`config.mk`:
```
export PLATFORM = sky130hd
export DESIGN_NAME = rom_msg_handler
export DESIGN_NICKNAME = d
export VERILOG_FILES = /design/src/verilog/rom_pkg.sv /design/src/verilog/rom_wrap_buf.sv /design/src/verilog/rom_msg_handler.sv
export SDC_FILE = /design/constraint.sdc
export NUM_CORES = 1
export LEC_CHECK = 0
export BUFFER_PORTS_ARGS = -buffer_cell sky130_fd_sc_hd__buf_2
export CORE_MARGIN = 8
export CORE_UTILIZATION = 62
export DETAILED_ROUTE_END_ITERATION = 7
export GPL_ROUTABILITY_DRIVEN = 0
export PLACE_DENSITY_LB_ADDON = 0.08
export SLEW_MARGIN = 0
export SYNTH_ARGS = -nofsm -noshare
export SYNTH_HDL_FRONTEND = slang
export SYNTH_SLANG_ARGS = --single-unit
export TNS_END_PERCENT = 10
```
`constraint.sdc`:
```
create_clock -name clk_sys_i -period 47.4 [get_ports clk_sys_i]
set_clock_uncertainty 0.1 [all_clocks]
set_input_delay 4.74 -clock clk_sys_i [delete_from_list [all_inputs] [get_ports clk_sys_i]]
set_output_delay 4.74 -clock clk_sys_i [all_outputs]
set_load 0.02 [all_outputs]
```
`src/verilog/rom_pkg.sv`:
```
// rom_pkg: shared constants and carrier types for the remote terminal message handler.
// assumes a word-level front end (decoder/encoder) outside this block on the same clock.
package rom_pkg;
	// command word field widths and special values
	localparam int ROM_ADDR_W = 5;
	localparam int ROM_SA_W = 5;
	localparam int ROM_WC_W = 5;
	localparam int ROM_DATA_W = 16;
	localparam logic [4:0] ROM_ADDR_BCAST = 5'h1F;
	localparam logic [4:0] ROM_SA_MODE_LO = 5'h00;
	localparam logic [4:0] ROM_SA_MODE_HI = 5'h1F;
	localparam logic [4:0] ROM_SA_WRAP = 5'h1E;
	// a word count field of zero means 32 words
	localparam int ROM_MAX_WORDS = 32;
	localparam int ROM_IDX_W = 6;
	// first data word timeout for a receiver in a peer-to-peer transfer
	localparam int ROM_CLK_NS = 10;
	localparam int ROM_GAP_NOM_NS = 57000;
	localparam int ROM_GAP_TOL_NS = 3000;
	// longest allowed wait, rounded down to whole cycles
	localparam int ROM_GAP_CYC = (ROM_GAP_NOM_NS + ROM_GAP_TOL_NS) / ROM_CLK_NS;
	localparam int ROM_GAP_W = 13;

	// decoded command word as presented by the front end
	typedef struct packed {
		logic [4:0] addr;
		logic tx;
		logic [4:0] sa;
		logic [4:0] wc;
	} rom_cmd_t;

	// status bits that this block owns
	typedef struct packed {
		logic msg_err;
		logic bcast_rx;
		logic busy;
		logic ss_flag;
		logic term_flag;
	} rom_stat_t;

	// receive and transmit message phases
	typedef enum logic [2:0] {
		ROM_IDLE = 3'b000,
		ROM_WAIT_TXCMD = 3'b001,
		ROM_WAIT_PSTAT = 3'b010,
		ROM_RX_DATA = 3'b011,
		ROM_TX_DATA = 3'b100
	} rom_state_t;
endpackage : rom_pkg

```
`src/verilog/rom_wrap_buf.sv`:
```
// rom_wrap_buf: wrap-around word store; the stored receive word count is kept in the handler.
// assumes writes and reads arrive from the message sequencer on one clock.
`timescale 1ns/1ns
`default_nettype none
module rom_wrap_buf (
	// clock and reset
	input wire logic clk_sys_i,
	input wire logic rst_n_i,
	// write side
	input wire logic wr_en_i,
	input wire logic [rom_pkg::ROM_IDX_W-1:0] wr_idx_i,
	input wire logic [rom_pkg::ROM_DATA_W-1:0] wr_data_i,
	// read side
	input wire logic [rom_pkg::ROM_IDX_W-1:0] rd_idx_i,
	output logic [rom_pkg::ROM_DATA_W-1:0] rd_data_o
);
	import rom_pkg::*;
	// flip-flop storage, one entry per possible data word
	logic [ROM_DATA_W-1:0] mem_r [ROM_MAX_WORDS];
	// each entry is written only by its own index, any bit pattern kept
	genvar gi;
	generate
		for (gi = 0; gi < ROM_MAX_WORDS; gi++) begin : g_ent
			always_ff @(posedge clk_sys_i or negedge rst_n_i) begin
				if (!rst_n_i) begin
					mem_r[gi] <= '0;
				end else if (wr_en_i && wr_idx_i == ROM_IDX_W'(gi)) begin
					mem_r[gi] <= wr_data_i;
				end
			end
		end
	endgenerate
	// registered read keeps data outputs off combinational paths
	always_ff @(posedge clk_sys_i or negedge rst_n_i) begin
		if (!rst_n_i) begin
			rd_data_o <= '0;
		end else begin
			rd_data_o <= mem_r[rd_idx_i[4:0]];
		end
	end
endmodule : rom_wrap_buf
`default_nettype wire

```
`src/verilog/rom_msg_handler.sv`:
```
// rom_msg_handler: message option handling of a remote terminal: busy, broadcast,
// wrap-around, format neutrality and peer-to-peer receive timeout.
// assumes a word-level decoder that hands over validated words as one-cycle pulses.
`timescale 1ns/1ns
`default_nettype none
// Notes on behaviour
// - busy conditions reported in status busy bit
// - command busy set only by commands to us
// - failures may also set busy with flags
// - tell broadcast from addressed same subaddress
// - address 11111 only ever means broadcast
// - wrap receive accepts one to N words
// - wrap transmit sends one to N words
// - wrap transmit echoes received words exactly
// - use subaddress 30 for wrap-around
// - support transfers both ways, peer, mode (mode commands start no transfer here, they only update status and drop a wrap pairing)
// - receive data handled same in any format
// - transmit data sourced same in any format
// - late first peer data word invalidates message
// - check peer transmit command and status first
module rom_msg_handler (
	// clock and reset
	input wire logic clk_sys_i,
	input wire logic resetn_i,
	// terminal configuration
	input wire logic [rom_pkg::ROM_ADDR_W-1:0] own_addr_i,
	input wire logic bcast_en_i,
	// word stream from the decoder (same clock)
	input wire logic cmd_vld_i,
	input wire rom_pkg::rom_cmd_t cmd_i,
	input wire logic stat_vld_i,
	input wire logic data_vld_i,
	input wire logic [rom_pkg::ROM_DATA_W-1:0] data_i,
	input wire logic word_err_i,
	// subsystem conditions
	input wire logic ss_busy_i,
	input wire logic ss_fail_i,
	input wire logic term_fail_i,
	input wire logic busy_on_fail_i,
	// transmit request from the encoder
	input wire logic tx_rdy_i,
	// outputs
	output rom_pkg::rom_stat_t stat_o,
	output logic msg_ok_o,
	output logic rx_wr_o,
	output logic [rom_pkg::ROM_SA_W-1:0] rx_sa_o,
	output logic [rom_pkg::ROM_DATA_W-1:0] rx_data_o,
	output logic tx_vld_o,
	output logic tx_wrap_o,
	output logic [rom_pkg::ROM_DATA_W-1:0] tx_data_o
);
	import rom_pkg::*;
	// reset released through two flops
	logic rst_s1_r, rst_n_r;
	always_ff @(posedge clk_sys_i or negedge resetn_i) begin
		if (!resetn_i) begin
			rst_s1_r <= 1'b0;
			rst_n_r <= 1'b0;
		end else begin
			rst_s1_r <= 1'b1;
			rst_n_r <= rst_s1_r;
		end
	end
	// sequencer state
	rom_state_t st_r, st_nxt;
	rom_cmd_t cur_r; // command being served
	logic bcast_r; // current message came broadcast
	logic [ROM_IDX_W-1:0] cnt_r; // words moved so far
	logic [ROM_IDX_W-1:0] wrap_cnt_r; // stored wrap receive count
	logic wrap_ok_r; // a wrap receive is pending for echo
	logic [ROM_GAP_W-1:0] gap_r; // cycles waited for first peer data
	logic busy_cmd_r; // busy caused by a command
	logic bcast_flag_r; // broadcast received status flag
	logic err_r; // message error status flag
	// address and command decode
	wire is_bcast = (cmd_i.addr == ROM_ADDR_BCAST) && bcast_en_i;
	wire own_ok = (own_addr_i != ROM_ADDR_BCAST);
	wire is_own = own_ok && (cmd_i.addr == own_addr_i);
	wire for_us = cmd_vld_i && (is_own || is_bcast);
	wire is_mode = (cmd_i.sa == ROM_SA_MODE_LO) || (cmd_i.sa == ROM_SA_MODE_HI);
	// broadcast non-mode transmit is illegal and simply not answered
	wire bad_bcast = is_bcast && cmd_i.tx;
	wire [ROM_IDX_W-1:0] cmd_words = (cmd_i.wc == '0) ? ROM_IDX_W'(ROM_MAX_WORDS)
		: {1'b0, cmd_i.wc};
	wire [ROM_IDX_W-1:0] cur_words = (cur_r.wc == '0) ? ROM_IDX_W'(ROM_MAX_WORDS)
		: {1'b0, cur_r.wc};
	// a receive command immediately followed by a transmit command to another RT
	wire peer_tx = cmd_vld_i && cmd_i.tx && !is_own && !(cmd_i.addr == ROM_ADDR_BCAST);
	wire is_wrap_sa = (cur_r.sa == ROM_SA_WRAP);
	wire last_word = (cnt_r + 6'h01) == cur_words;
	wire gap_late = (gap_r == ROM_GAP_W'(ROM_GAP_CYC));
	// echo allowed only for same count with nothing in between
	wire wrap_hit = wrap_ok_r && is_wrap_sa && (cur_words == wrap_cnt_r);
	// only a wrap transmit of the stored count may keep the pairing alive
	wire wrap_keep = cmd_i.tx && (cmd_i.sa == ROM_SA_WRAP) && (cmd_words == wrap_cnt_r);
	// next state decode
	always_comb begin
		st_nxt = st_r;
		case (st_r)
			ROM_IDLE: begin
				if (for_us && !is_mode && !bad_bcast) begin
					st_nxt = cmd_i.tx ? ROM_TX_DATA : ROM_WAIT_TXCMD;
				end
			end
			ROM_WAIT_TXCMD: begin
				// a peer transmit command means a peer-to-peer receive
				if (peer_tx) begin
					st_nxt = ROM_WAIT_PSTAT;
				end else if (data_vld_i) begin
					// a one-word message is already complete here, so never park in data phase
					st_nxt = last_word ? ROM_IDLE : ROM_RX_DATA;
				end else if (word_err_i || for_us) begin
					st_nxt = ROM_IDLE;
				end
			end
			ROM_WAIT_PSTAT: begin
				if (stat_vld_i) begin
					st_nxt = ROM_RX_DATA;
				end else if (data_vld_i || gap_late || word_err_i) begin
					st_nxt = ROM_IDLE;
				end
			end
			ROM_RX_DATA: begin
				if (word_err_i || (gap_late && cnt_r == '0)) begin
					st_nxt = ROM_IDLE;
				end else if (data_vld_i && last_word) begin
					st_nxt = ROM_IDLE;
				end
			end
			ROM_TX_DATA: begin
				if (tx_rdy_i && last_word) begin
					st_nxt = ROM_IDLE;
				end
			end
			default: st_nxt = ROM_IDLE;
		endcase
	end
	// first word of a receive is counted from the first data after command
	wire rx_take = data_vld_i && ((st_r == ROM_RX_DATA) || (st_r == ROM_WAIT_TXCMD));
	wire rx_done = rx_take && last_word && !word_err_i;
	// any drop to idle from these phases other than a completed receive is a failure,
	// so the error flag always agrees with the state actually taken
	wire rx_fail = (st_r inside {ROM_RX_DATA, ROM_WAIT_PSTAT})
		&& (st_nxt == ROM_IDLE) && !rx_done;
	wire tx_step = (st_r == ROM_TX_DATA) && tx_rdy_i;
	// sequencer registers
	always_ff @(posedge clk_sys_i or negedge rst_n_r) begin
		if (!rst_n_r) begin
			st_r <= ROM_IDLE;
			cur_r <= '0;
			bcast_r <= 1'b0;
			cnt_r <= '0;
			gap_r <= '0;
		end else begin
			st_r <= st_nxt;
			if (st_r == ROM_IDLE && for_us) begin
				cur_r <= cmd_i;
				bcast_r <= is_bcast;
			end
			if (st_nxt == ROM_IDLE || (st_r == ROM_WAIT_PSTAT && stat_vld_i)) begin
				cnt_r <= '0;
			end else if (rx_take || tx_step) begin
				cnt_r <= cnt_r + 6'h01;
			end
			// timeout counts from the receive command until first data
			if (st_r == ROM_IDLE || cnt_r != '0 || data_vld_i) begin
				gap_r <= '0;
			end else if (!gap_late) begin
				gap_r <= gap_r + 13'h0001;
			end
		end
	end
	// wrap-around pairing and status flags
	always_ff @(posedge clk_sys_i or negedge rst_n_r) begin
		if (!rst_n_r) begin
			wrap_ok_r <= 1'b0;
			wrap_cnt_r <= '0;
			busy_cmd_r <= 1'b0;
			bcast_flag_r <= 1'b0;
			err_r <= 1'b0;
		end else begin
			if (rx_done && is_wrap_sa && !bcast_r) begin
				wrap_ok_r <= 1'b1;
				wrap_cnt_r <= cnt_r + 6'h01;
			end else if (st_r == ROM_IDLE && for_us && !wrap_keep) begin
				wrap_ok_r <= 1'b0;
			end else if (tx_step && last_word) begin
				wrap_ok_r <= 1'b0;
			end
			// busy may only begin when a command to us is taken
			if (st_r == ROM_IDLE && for_us) begin
				busy_cmd_r <= ss_busy_i;
				bcast_flag_r <= is_bcast;
				err_r <= 1'b0;
			end
			if (rx_fail) begin
				err_r <= 1'b1;
			end
		end
	end
	// status word bits, busy from commands or failure
	wire fail_busy = busy_on_fail_i && (ss_fail_i || term_fail_i);
	assign stat_o = '{msg_err: err_r, bcast_rx: bcast_flag_r,
		busy: busy_cmd_r || fail_busy, ss_flag: ss_fail_i, term_flag: term_fail_i};
	assign msg_ok_o = rx_done;
	// received words go to the subaddress regardless of format
	assign rx_wr_o = rx_take && !word_err_i;
	assign rx_sa_o = cur_r.sa;
	assign rx_data_o = data_i;
	// transmit words come from the same source whatever the format
	assign tx_vld_o = (st_r == ROM_TX_DATA);
	assign tx_wrap_o = tx_vld_o && wrap_hit;
	// wrap store
	wire [ROM_IDX_W-1:0] rd_idx = tx_step ? (cnt_r + 6'h01) : cnt_r;
	rom_wrap_buf u_wrap (
		.clk_sys_i(clk_sys_i),
		.rst_n_i(rst_n_r),
		.wr_en_i(rx_take && is_wrap_sa && !bcast_r),
		.wr_idx_i(cnt_r),
		.wr_data_i(data_i),
		.rd_idx_i(rd_idx),
		.rd_data_o(tx_data_o)
	);
	// checks
	property p_late_first;
		@(posedge clk_sys_i) disable iff (!rst_n_r)
		(st_r == ROM_RX_DATA && cnt_r == '0 && gap_late && !data_vld_i) |=> (st_r == ROM_IDLE && err_r);
	endproperty
	a_late_first: assert property (p_late_first) else $error("late data not rejected");
	property p_busy_cause;
		@(posedge clk_sys_i) disable iff (!rst_n_r)
		$rose(busy_cmd_r) |-> $past(for_us && st_r == ROM_IDLE);
	endproperty
	a_busy_cause: assert property (p_busy_cause) else $error("busy without command");
	property p_busy_out;
		@(posedge clk_sys_i) disable iff (!rst_n_r)
		fail_busy |-> stat_o.busy;
	endproperty
	a_busy_out: assert property (p_busy_out) else $error("failure busy missing");
	property p_bcast_tag;
		@(posedge clk_sys_i) disable iff (!rst_n_r)
		(st_r == ROM_IDLE && cmd_vld_i && is_bcast && !is_own) |=> bcast_flag_r;
	endproperty
	a_bcast_tag: assert property (p_bcast_tag) else $error("broadcast not flagged");
	property p_no_bcast_tx;
		@(posedge clk_sys_i) disable iff (!rst_n_r)
		(st_r == ROM_IDLE && cmd_vld_i && bad_bcast) |=> st_r == ROM_IDLE;
	endproperty
	a_no_bcast_tx: assert property (p_no_bcast_tx) else $error("broadcast transmit taken");
	property p_tx_len;
		@(posedge clk_sys_i) disable iff (!rst_n_r)
		(st_r == ROM_TX_DATA) |-> cnt_r < cur_words;
	endproperty
	a_tx_len: assert property (p_tx_len) else $error("transmit overrun");
	property p_wrap_drop;
		@(posedge clk_sys_i) disable iff (!rst_n_r)
		(st_r == ROM_IDLE && for_us && !cmd_i.tx) |=> !wrap_ok_r;
	endproperty
	a_wrap_drop: assert property (p_wrap_drop) else $error("pairing kept");
	property p_rx_write;
		@(posedge clk_sys_i) disable iff (!rst_n_r)
		(st_r == ROM_RX_DATA && data_vld_i && !word_err_i) |-> rx_wr_o && rx_data_o == data_i;
	endproperty
	a_rx_write: assert property (p_rx_write) else $error("receive word lost");
endmodule : rom_msg_handler
`default_nettype wire

```
* After elaboration in Yosys (flattened, before gate mapping)
Index checks and enable logic that the tools add are counted.
** Operators by class
- Bitwise operators :: 1
- Reduce and logical (&&, ||, !) cells :: 97
- Order comparisons :: 1
- Add/subtract/negate cells :: 2
- Multiplexer cells :: 27
- Eq/ne operators :: 46
** Operators by type and width (count)
- equality test 6 x 5 -> 1 bit, second input constant :: 16
- binary-select mux 16 bit (select 5 bit) :: 1
- logical AND 1 bit :: 65
- equality test 6 x 4 -> 1 bit, second input constant :: 8
- 2-to-1 mux 16 bit :: 2
- 2-to-1 mux 3 bit :: 10
- 2-to-1 mux 13 bit :: 2
- equality test 6 x 3 -> 1 bit, second input constant :: 4
- 2-to-1 mux 6 bit :: 4
- equality test 5 bit, second input constant :: 4
- equality test 6 bit :: 3
- zero test 5 bit :: 3
- case mux 3 bit (5 select lines) :: 1
- adder 13 x 1 -> 13 bit, second input constant :: 1
- equality test 13 bit, second input constant :: 1
- logical OR 1 bit :: 13
- equality test 6 x 2 -> 1 bit, second input constant :: 2
- zero test 1 bit :: 8
- adder 6 x 1 -> 6 bit, second input constant :: 1
- equality test 3 x 2 -> 1 bit, second input constant :: 2
- equality test 6 x 1 -> 1 bit, second input constant :: 1
- greater-or-equal comparator 6 bit, second input constant :: 1
- zero test 3 bit :: 2
- zero test 6 bit :: 1
- 12 further kinds :: 18
** Word-level totals
- Word-level logic and storage cells :: 219
- Bits of input ports :: 49
- Output and inout port bits :: 46
- Bits in registers :: 572

* Logic depth before layout (Yosys ltp)
- Depth after elaboration :: 13
- Depth in mapped cells :: 14
- Depth with buffers taken out :: 9

* Modules after synthesis
From an unflattened synthesis, not the netlist that was laid out.
** Unflattened totals
- Cell total of the unflattened synthesis :: 2060
- Area total of the unflattened synthesis :: 26989.6 um^2
** Modules (own cells, without submodules)
- rom_wrap_buf :: instances 1, cells an instance 1749, area each 24074.3 um^2, sequential area each 13212.7 um^2
- rom_msg_handler :: instances 1, cells an instance 311, area each 2915.3 um^2, sequential area each 1101.1 um^2

* Least setup slack after synthesis
OpenSTA, ideal clock, no wires.
- Path type :: in2out
- Start point :: input data_vld_i
- End point :: output msg_ok_o
- Path slack :: 37.189 ns
- Arrival time :: 5.371 ns
- Cell stages on the path :: 2
- Buffers on the path :: 0
- Required time :: 42.560 ns
- Cells stage by stage :: nand2_2 -> nor3_1
** Between the ends
- Cells in the longest elaborated chain, start to end :: 3
** RTL lines
- start: declaration :: RTL line rom_msg_handler.sv:32 : input wire logic data_vld_i,
- logical AND 1 bit :: RTL line rom_msg_handler.sv:139 : wire rx_take = data_vld_i && ((st_r == ROM_RX_DATA) || (st_r == ROM_WAIT_TXCMD));
- logical AND 1 bit (2 in a row) :: RTL line rom_msg_handler.sv:140 : wire rx_done = rx_take && last_word && !word_err_i;
- end: declaration :: RTL line rom_msg_handler.sv:44 : output logic msg_ok_o,
No other way between the ends.

* Final worst setup path
- Start point :: input data_i[6] in the netlist's numbering
- End point :: output rx_data_o[6] in the netlist's numbering
** RTL lines
- start: declaration :: RTL line rom_msg_handler.sv:33 : input wire logic [rom_pkg::ROM_DATA_W-1:0] data_i,
- end: declaration :: RTL line rom_msg_handler.sv:47 : output logic [rom_pkg::ROM_DATA_W-1:0] rx_data_o,
No word-level cell between the ends.

==> results_dict.tcl <==
set metrics [dict create \
    outcome "finished clean" \
    setup_viol 0 \
    path_delay_family "buffers and inverters" \
    postRouteAntennaNets 0 \
    track_usage_pct 28.71 \
    fp.dieH_um 230 \
    cts-resized-gates 0 \
    power_density_nw_per_um2 36.86 \
    cp_max_fo 33 \
    drv_slew 0 \
    ys_top_cells_by_area "dfrtp_1, mux2_2, mux2i_1, mux4_2, nand2_1" \
    startpoint_type "input port" \
    grt_pass1_vias 19570 \
    ys_seq_area_share_pct 50.41 \
    coreArea_um2 45280 \
    area_delta_synth_final_pct 9.051 \
    synthTopCellsByCount "dfrtp_1, mux2_2, mux2i_1" \
    cts_root_buf "clkbuf_16" \
    synth_edf_count 0 \
    antenna_found_initial 0 \
    die_width_um 230 \
    placementRows 78 \
    drtPass1Iterations 8 \
    vdd_drop_max_mv 0.03973 \
    power_frac_clock_pct 42.0 \
    cts_setup_buffers 0 \
    layout-drive-gt1-share_pct 37.88 \
    cts_tree "built" \
    h-tree-depth 2 \
    dp_hpwl_um 43730 \
    yosys.area.top_type "dfrtp_1" \
    cts_buffers 59 \
    drc 0 \
    worstReg2RegStart "cnt_r[1]" \
    cpPeakStageDelay_ns 0.49 \
    comb_power_share_pct 13.6 \
    yosys_warnings 0 \
    slew_headroom_pct 17.48 \
    fin_util_pct 68.38 \
    hold_viol 0 \
    r2r_setup_slack_ns 41.90 \
    finalSetupTns_ns 0 \
    clk_pin_slew_ns 0.06 \
    post_drt_wl_per_cell_um 26.61 \
    drt_first_iter_violations 1585 \
    clk_latency_ns 0.63 \
    num-fill-cells 3280 \
    timing.final.crit_period_ns 10.39 \
    rsz0062_at_grt "no" \
    cp_num_buf_inv 2 \
    cts_hold_buf 0 \
    p_int_w 0.0008312 \
    postSynthCellCount 2217 \
    worstPathArrival_ns 5.55 \
    ios 95 \
    path_common_cell "buf_2" \
    yosys.cell_count.top_type "dfrtp_1" \
    multiInputGateArea_um2 13000 \
    synth_area_um2 28390 \
    worstSetupStartpoint "data_i[6]" \
    start_util_pct 62.70 \
    swShare_pct 27.18 \
    synthDistinctLibCells 78 \
    nets 2263 \
    hp-class "flop to asynchronous set/reset pin" \
    syn_area_per_cell_um2 12.81 \
    fin_crit_sh_pct 21.91 \
    fmax_ghz 0.09629 \
    endpoint_kind "primary output" \
    grt_max_degree 182 \
    net-switching-power_w 0.0003102 \
    grt-ovfl-total 0 \
    synth-seq-cells 572 \
    vias_per_cell 6.610 \
    power_frac_seq_pct 44.4 \
    syn_nets 2272 \
    max_cap_viol_count 0 \
    leakage_nw 14.15 \
    yosys.area.top_type_share_pct 50.41 \
    async_flop_share_pct 100.0 \
    required_ns 42.56 \
    dieArea_um2 52900 \
    io_buffers 94 \
    worst_pin_slew_ns 1.235 \
    cts_sinks 572 \
    critical_path_class "input port to primary output" \
    num_vias 18890 \
    crit_path_cell_trace "buf_2 -> buf_2" \
    totalWireLength_um 76050 \
    synthFlopType "dfrtp_1" \
    regArea_um2 14320 \
    critical-path-slowest-cell "buf_2" \
    clockBufferDepth 3 \
    grt_pass1_wl_um 117900 \
]
==> through the flow <==
step                total power [W]  area, µm²  std cells  worst slack [ns]  hold slack, ns
CTS                        0.001147      30960       2857             37.00          0.2605
detailed placement        0.0006685      28930       2747             37.00          0.2449
global placement          0.0006665      28930       2747             37.02          0.2423
finish                     0.001141      30960       2858             37.01          0.2418
global route               0.001179      30960       2857             36.96          0.2702
floorplan                 0.0006235      28390       2217             30.18          0.2312
==> routing by layer <==
| layer | global-route usage (%) | part of all wire [%] |
|---|---|---|
| met2 | 45.78 | 47 |
| met4 | 11.54 | 4.1 |
| met1 | 37.76 | 42 |
| met3 | 6.710 | 7.5 |
| met5 | 0 | 0 |
==> final timing paths <==
| check | depth (start not counted) | to |
|---|---|---|
| min in group clk_sys_i | 0 | rst_n_r |
| worst max register to register | 9 | u_wrap.rd_data_o[0] |
| worst max-delay path | 2 | rx_data_o[6] |
| worst min register to register | 0 | u_wrap.mem_r[246] |
| worst min-delay path | 0 | u_wrap.mem_r[246] |
| max in group asynchronous | 1 | rst_n_r |
==> kinds of logic after synthesis <==
kind of cell,Yosys count,synth area share [%]
muxes,768,31.34
AOI/OAI and AO/OA,207,5.076
xor gates and xnor gates,44,1.410
and+or+nand+nor,400,7.474
buffers and inverters,219,4.006
adders and majority gates,6,0.2644
DFF,572,50.41
other,1,0.01321
==> registers in the layout, summed over array words and instances (netlist names), 3 cells and up <==
register / count
cnt_r: 6
cur_r: 5
gap_r: 13
rx_sa_o: 5
st_r: 3
u_wrap.mem_r: 512
u_wrap.rd_data_o: 16
wrap_cnt_r: 6
==> placed cells by master, fill, tap and decap left out, drive strengths merged, types with 3 or more instances in the layout <==
cell    synthesis  layout
nor4           43      43
and3b           3       3
a311oi          5       5
a21oi          65      65
dfrtp         572     572
bufinv          0       6
nor3           47      47
clkinv          0      20
nand2         168     168
and4            3       3
o221ai         12      12
or2             4       4
a221oi         52      52
inv            11      11
o31ai           6       6
a22oi           4       4
nor2           44      44
nand4          12      12
xor2           12      12
or3             3       3
o21ai          12      12
mux4           43      43
and2            6       6
nor3b           4       4
mux2i         198     198
nand2b          3       3
xnor2          32      32
nand3          43      43
buf           122     138
o22ai          33      33
and3            6       6
clkbuf         86      83
mux2          527     527
a21boi          3       3
ha              6       6
==> area by class of cell <==
type,instances,area share (%)
antenna,1,0.008082
timing repair buffer,138,2.627
sequential,572,46.25
inverter,11,0.1333
clock inverter,27,1.059
clock buffer,83,5.512
multi-input combinational,1426,41.99
tap,600,2.425
==> power by group through the flow <==
stage	combinational [W]	sequential, W	clock (W)
floorplan	0.000103	0.000521	0
global placement	0.000152	0.000515	0
detailed placement	0.000154	0.000515	0
CTS	0.000154	0.000506	0.000486
global route	0.000166	0.000507	0.000506
finish	0.000155	0.000506	0.000480
No activity file was read; power rests on OpenSTA's default activity.
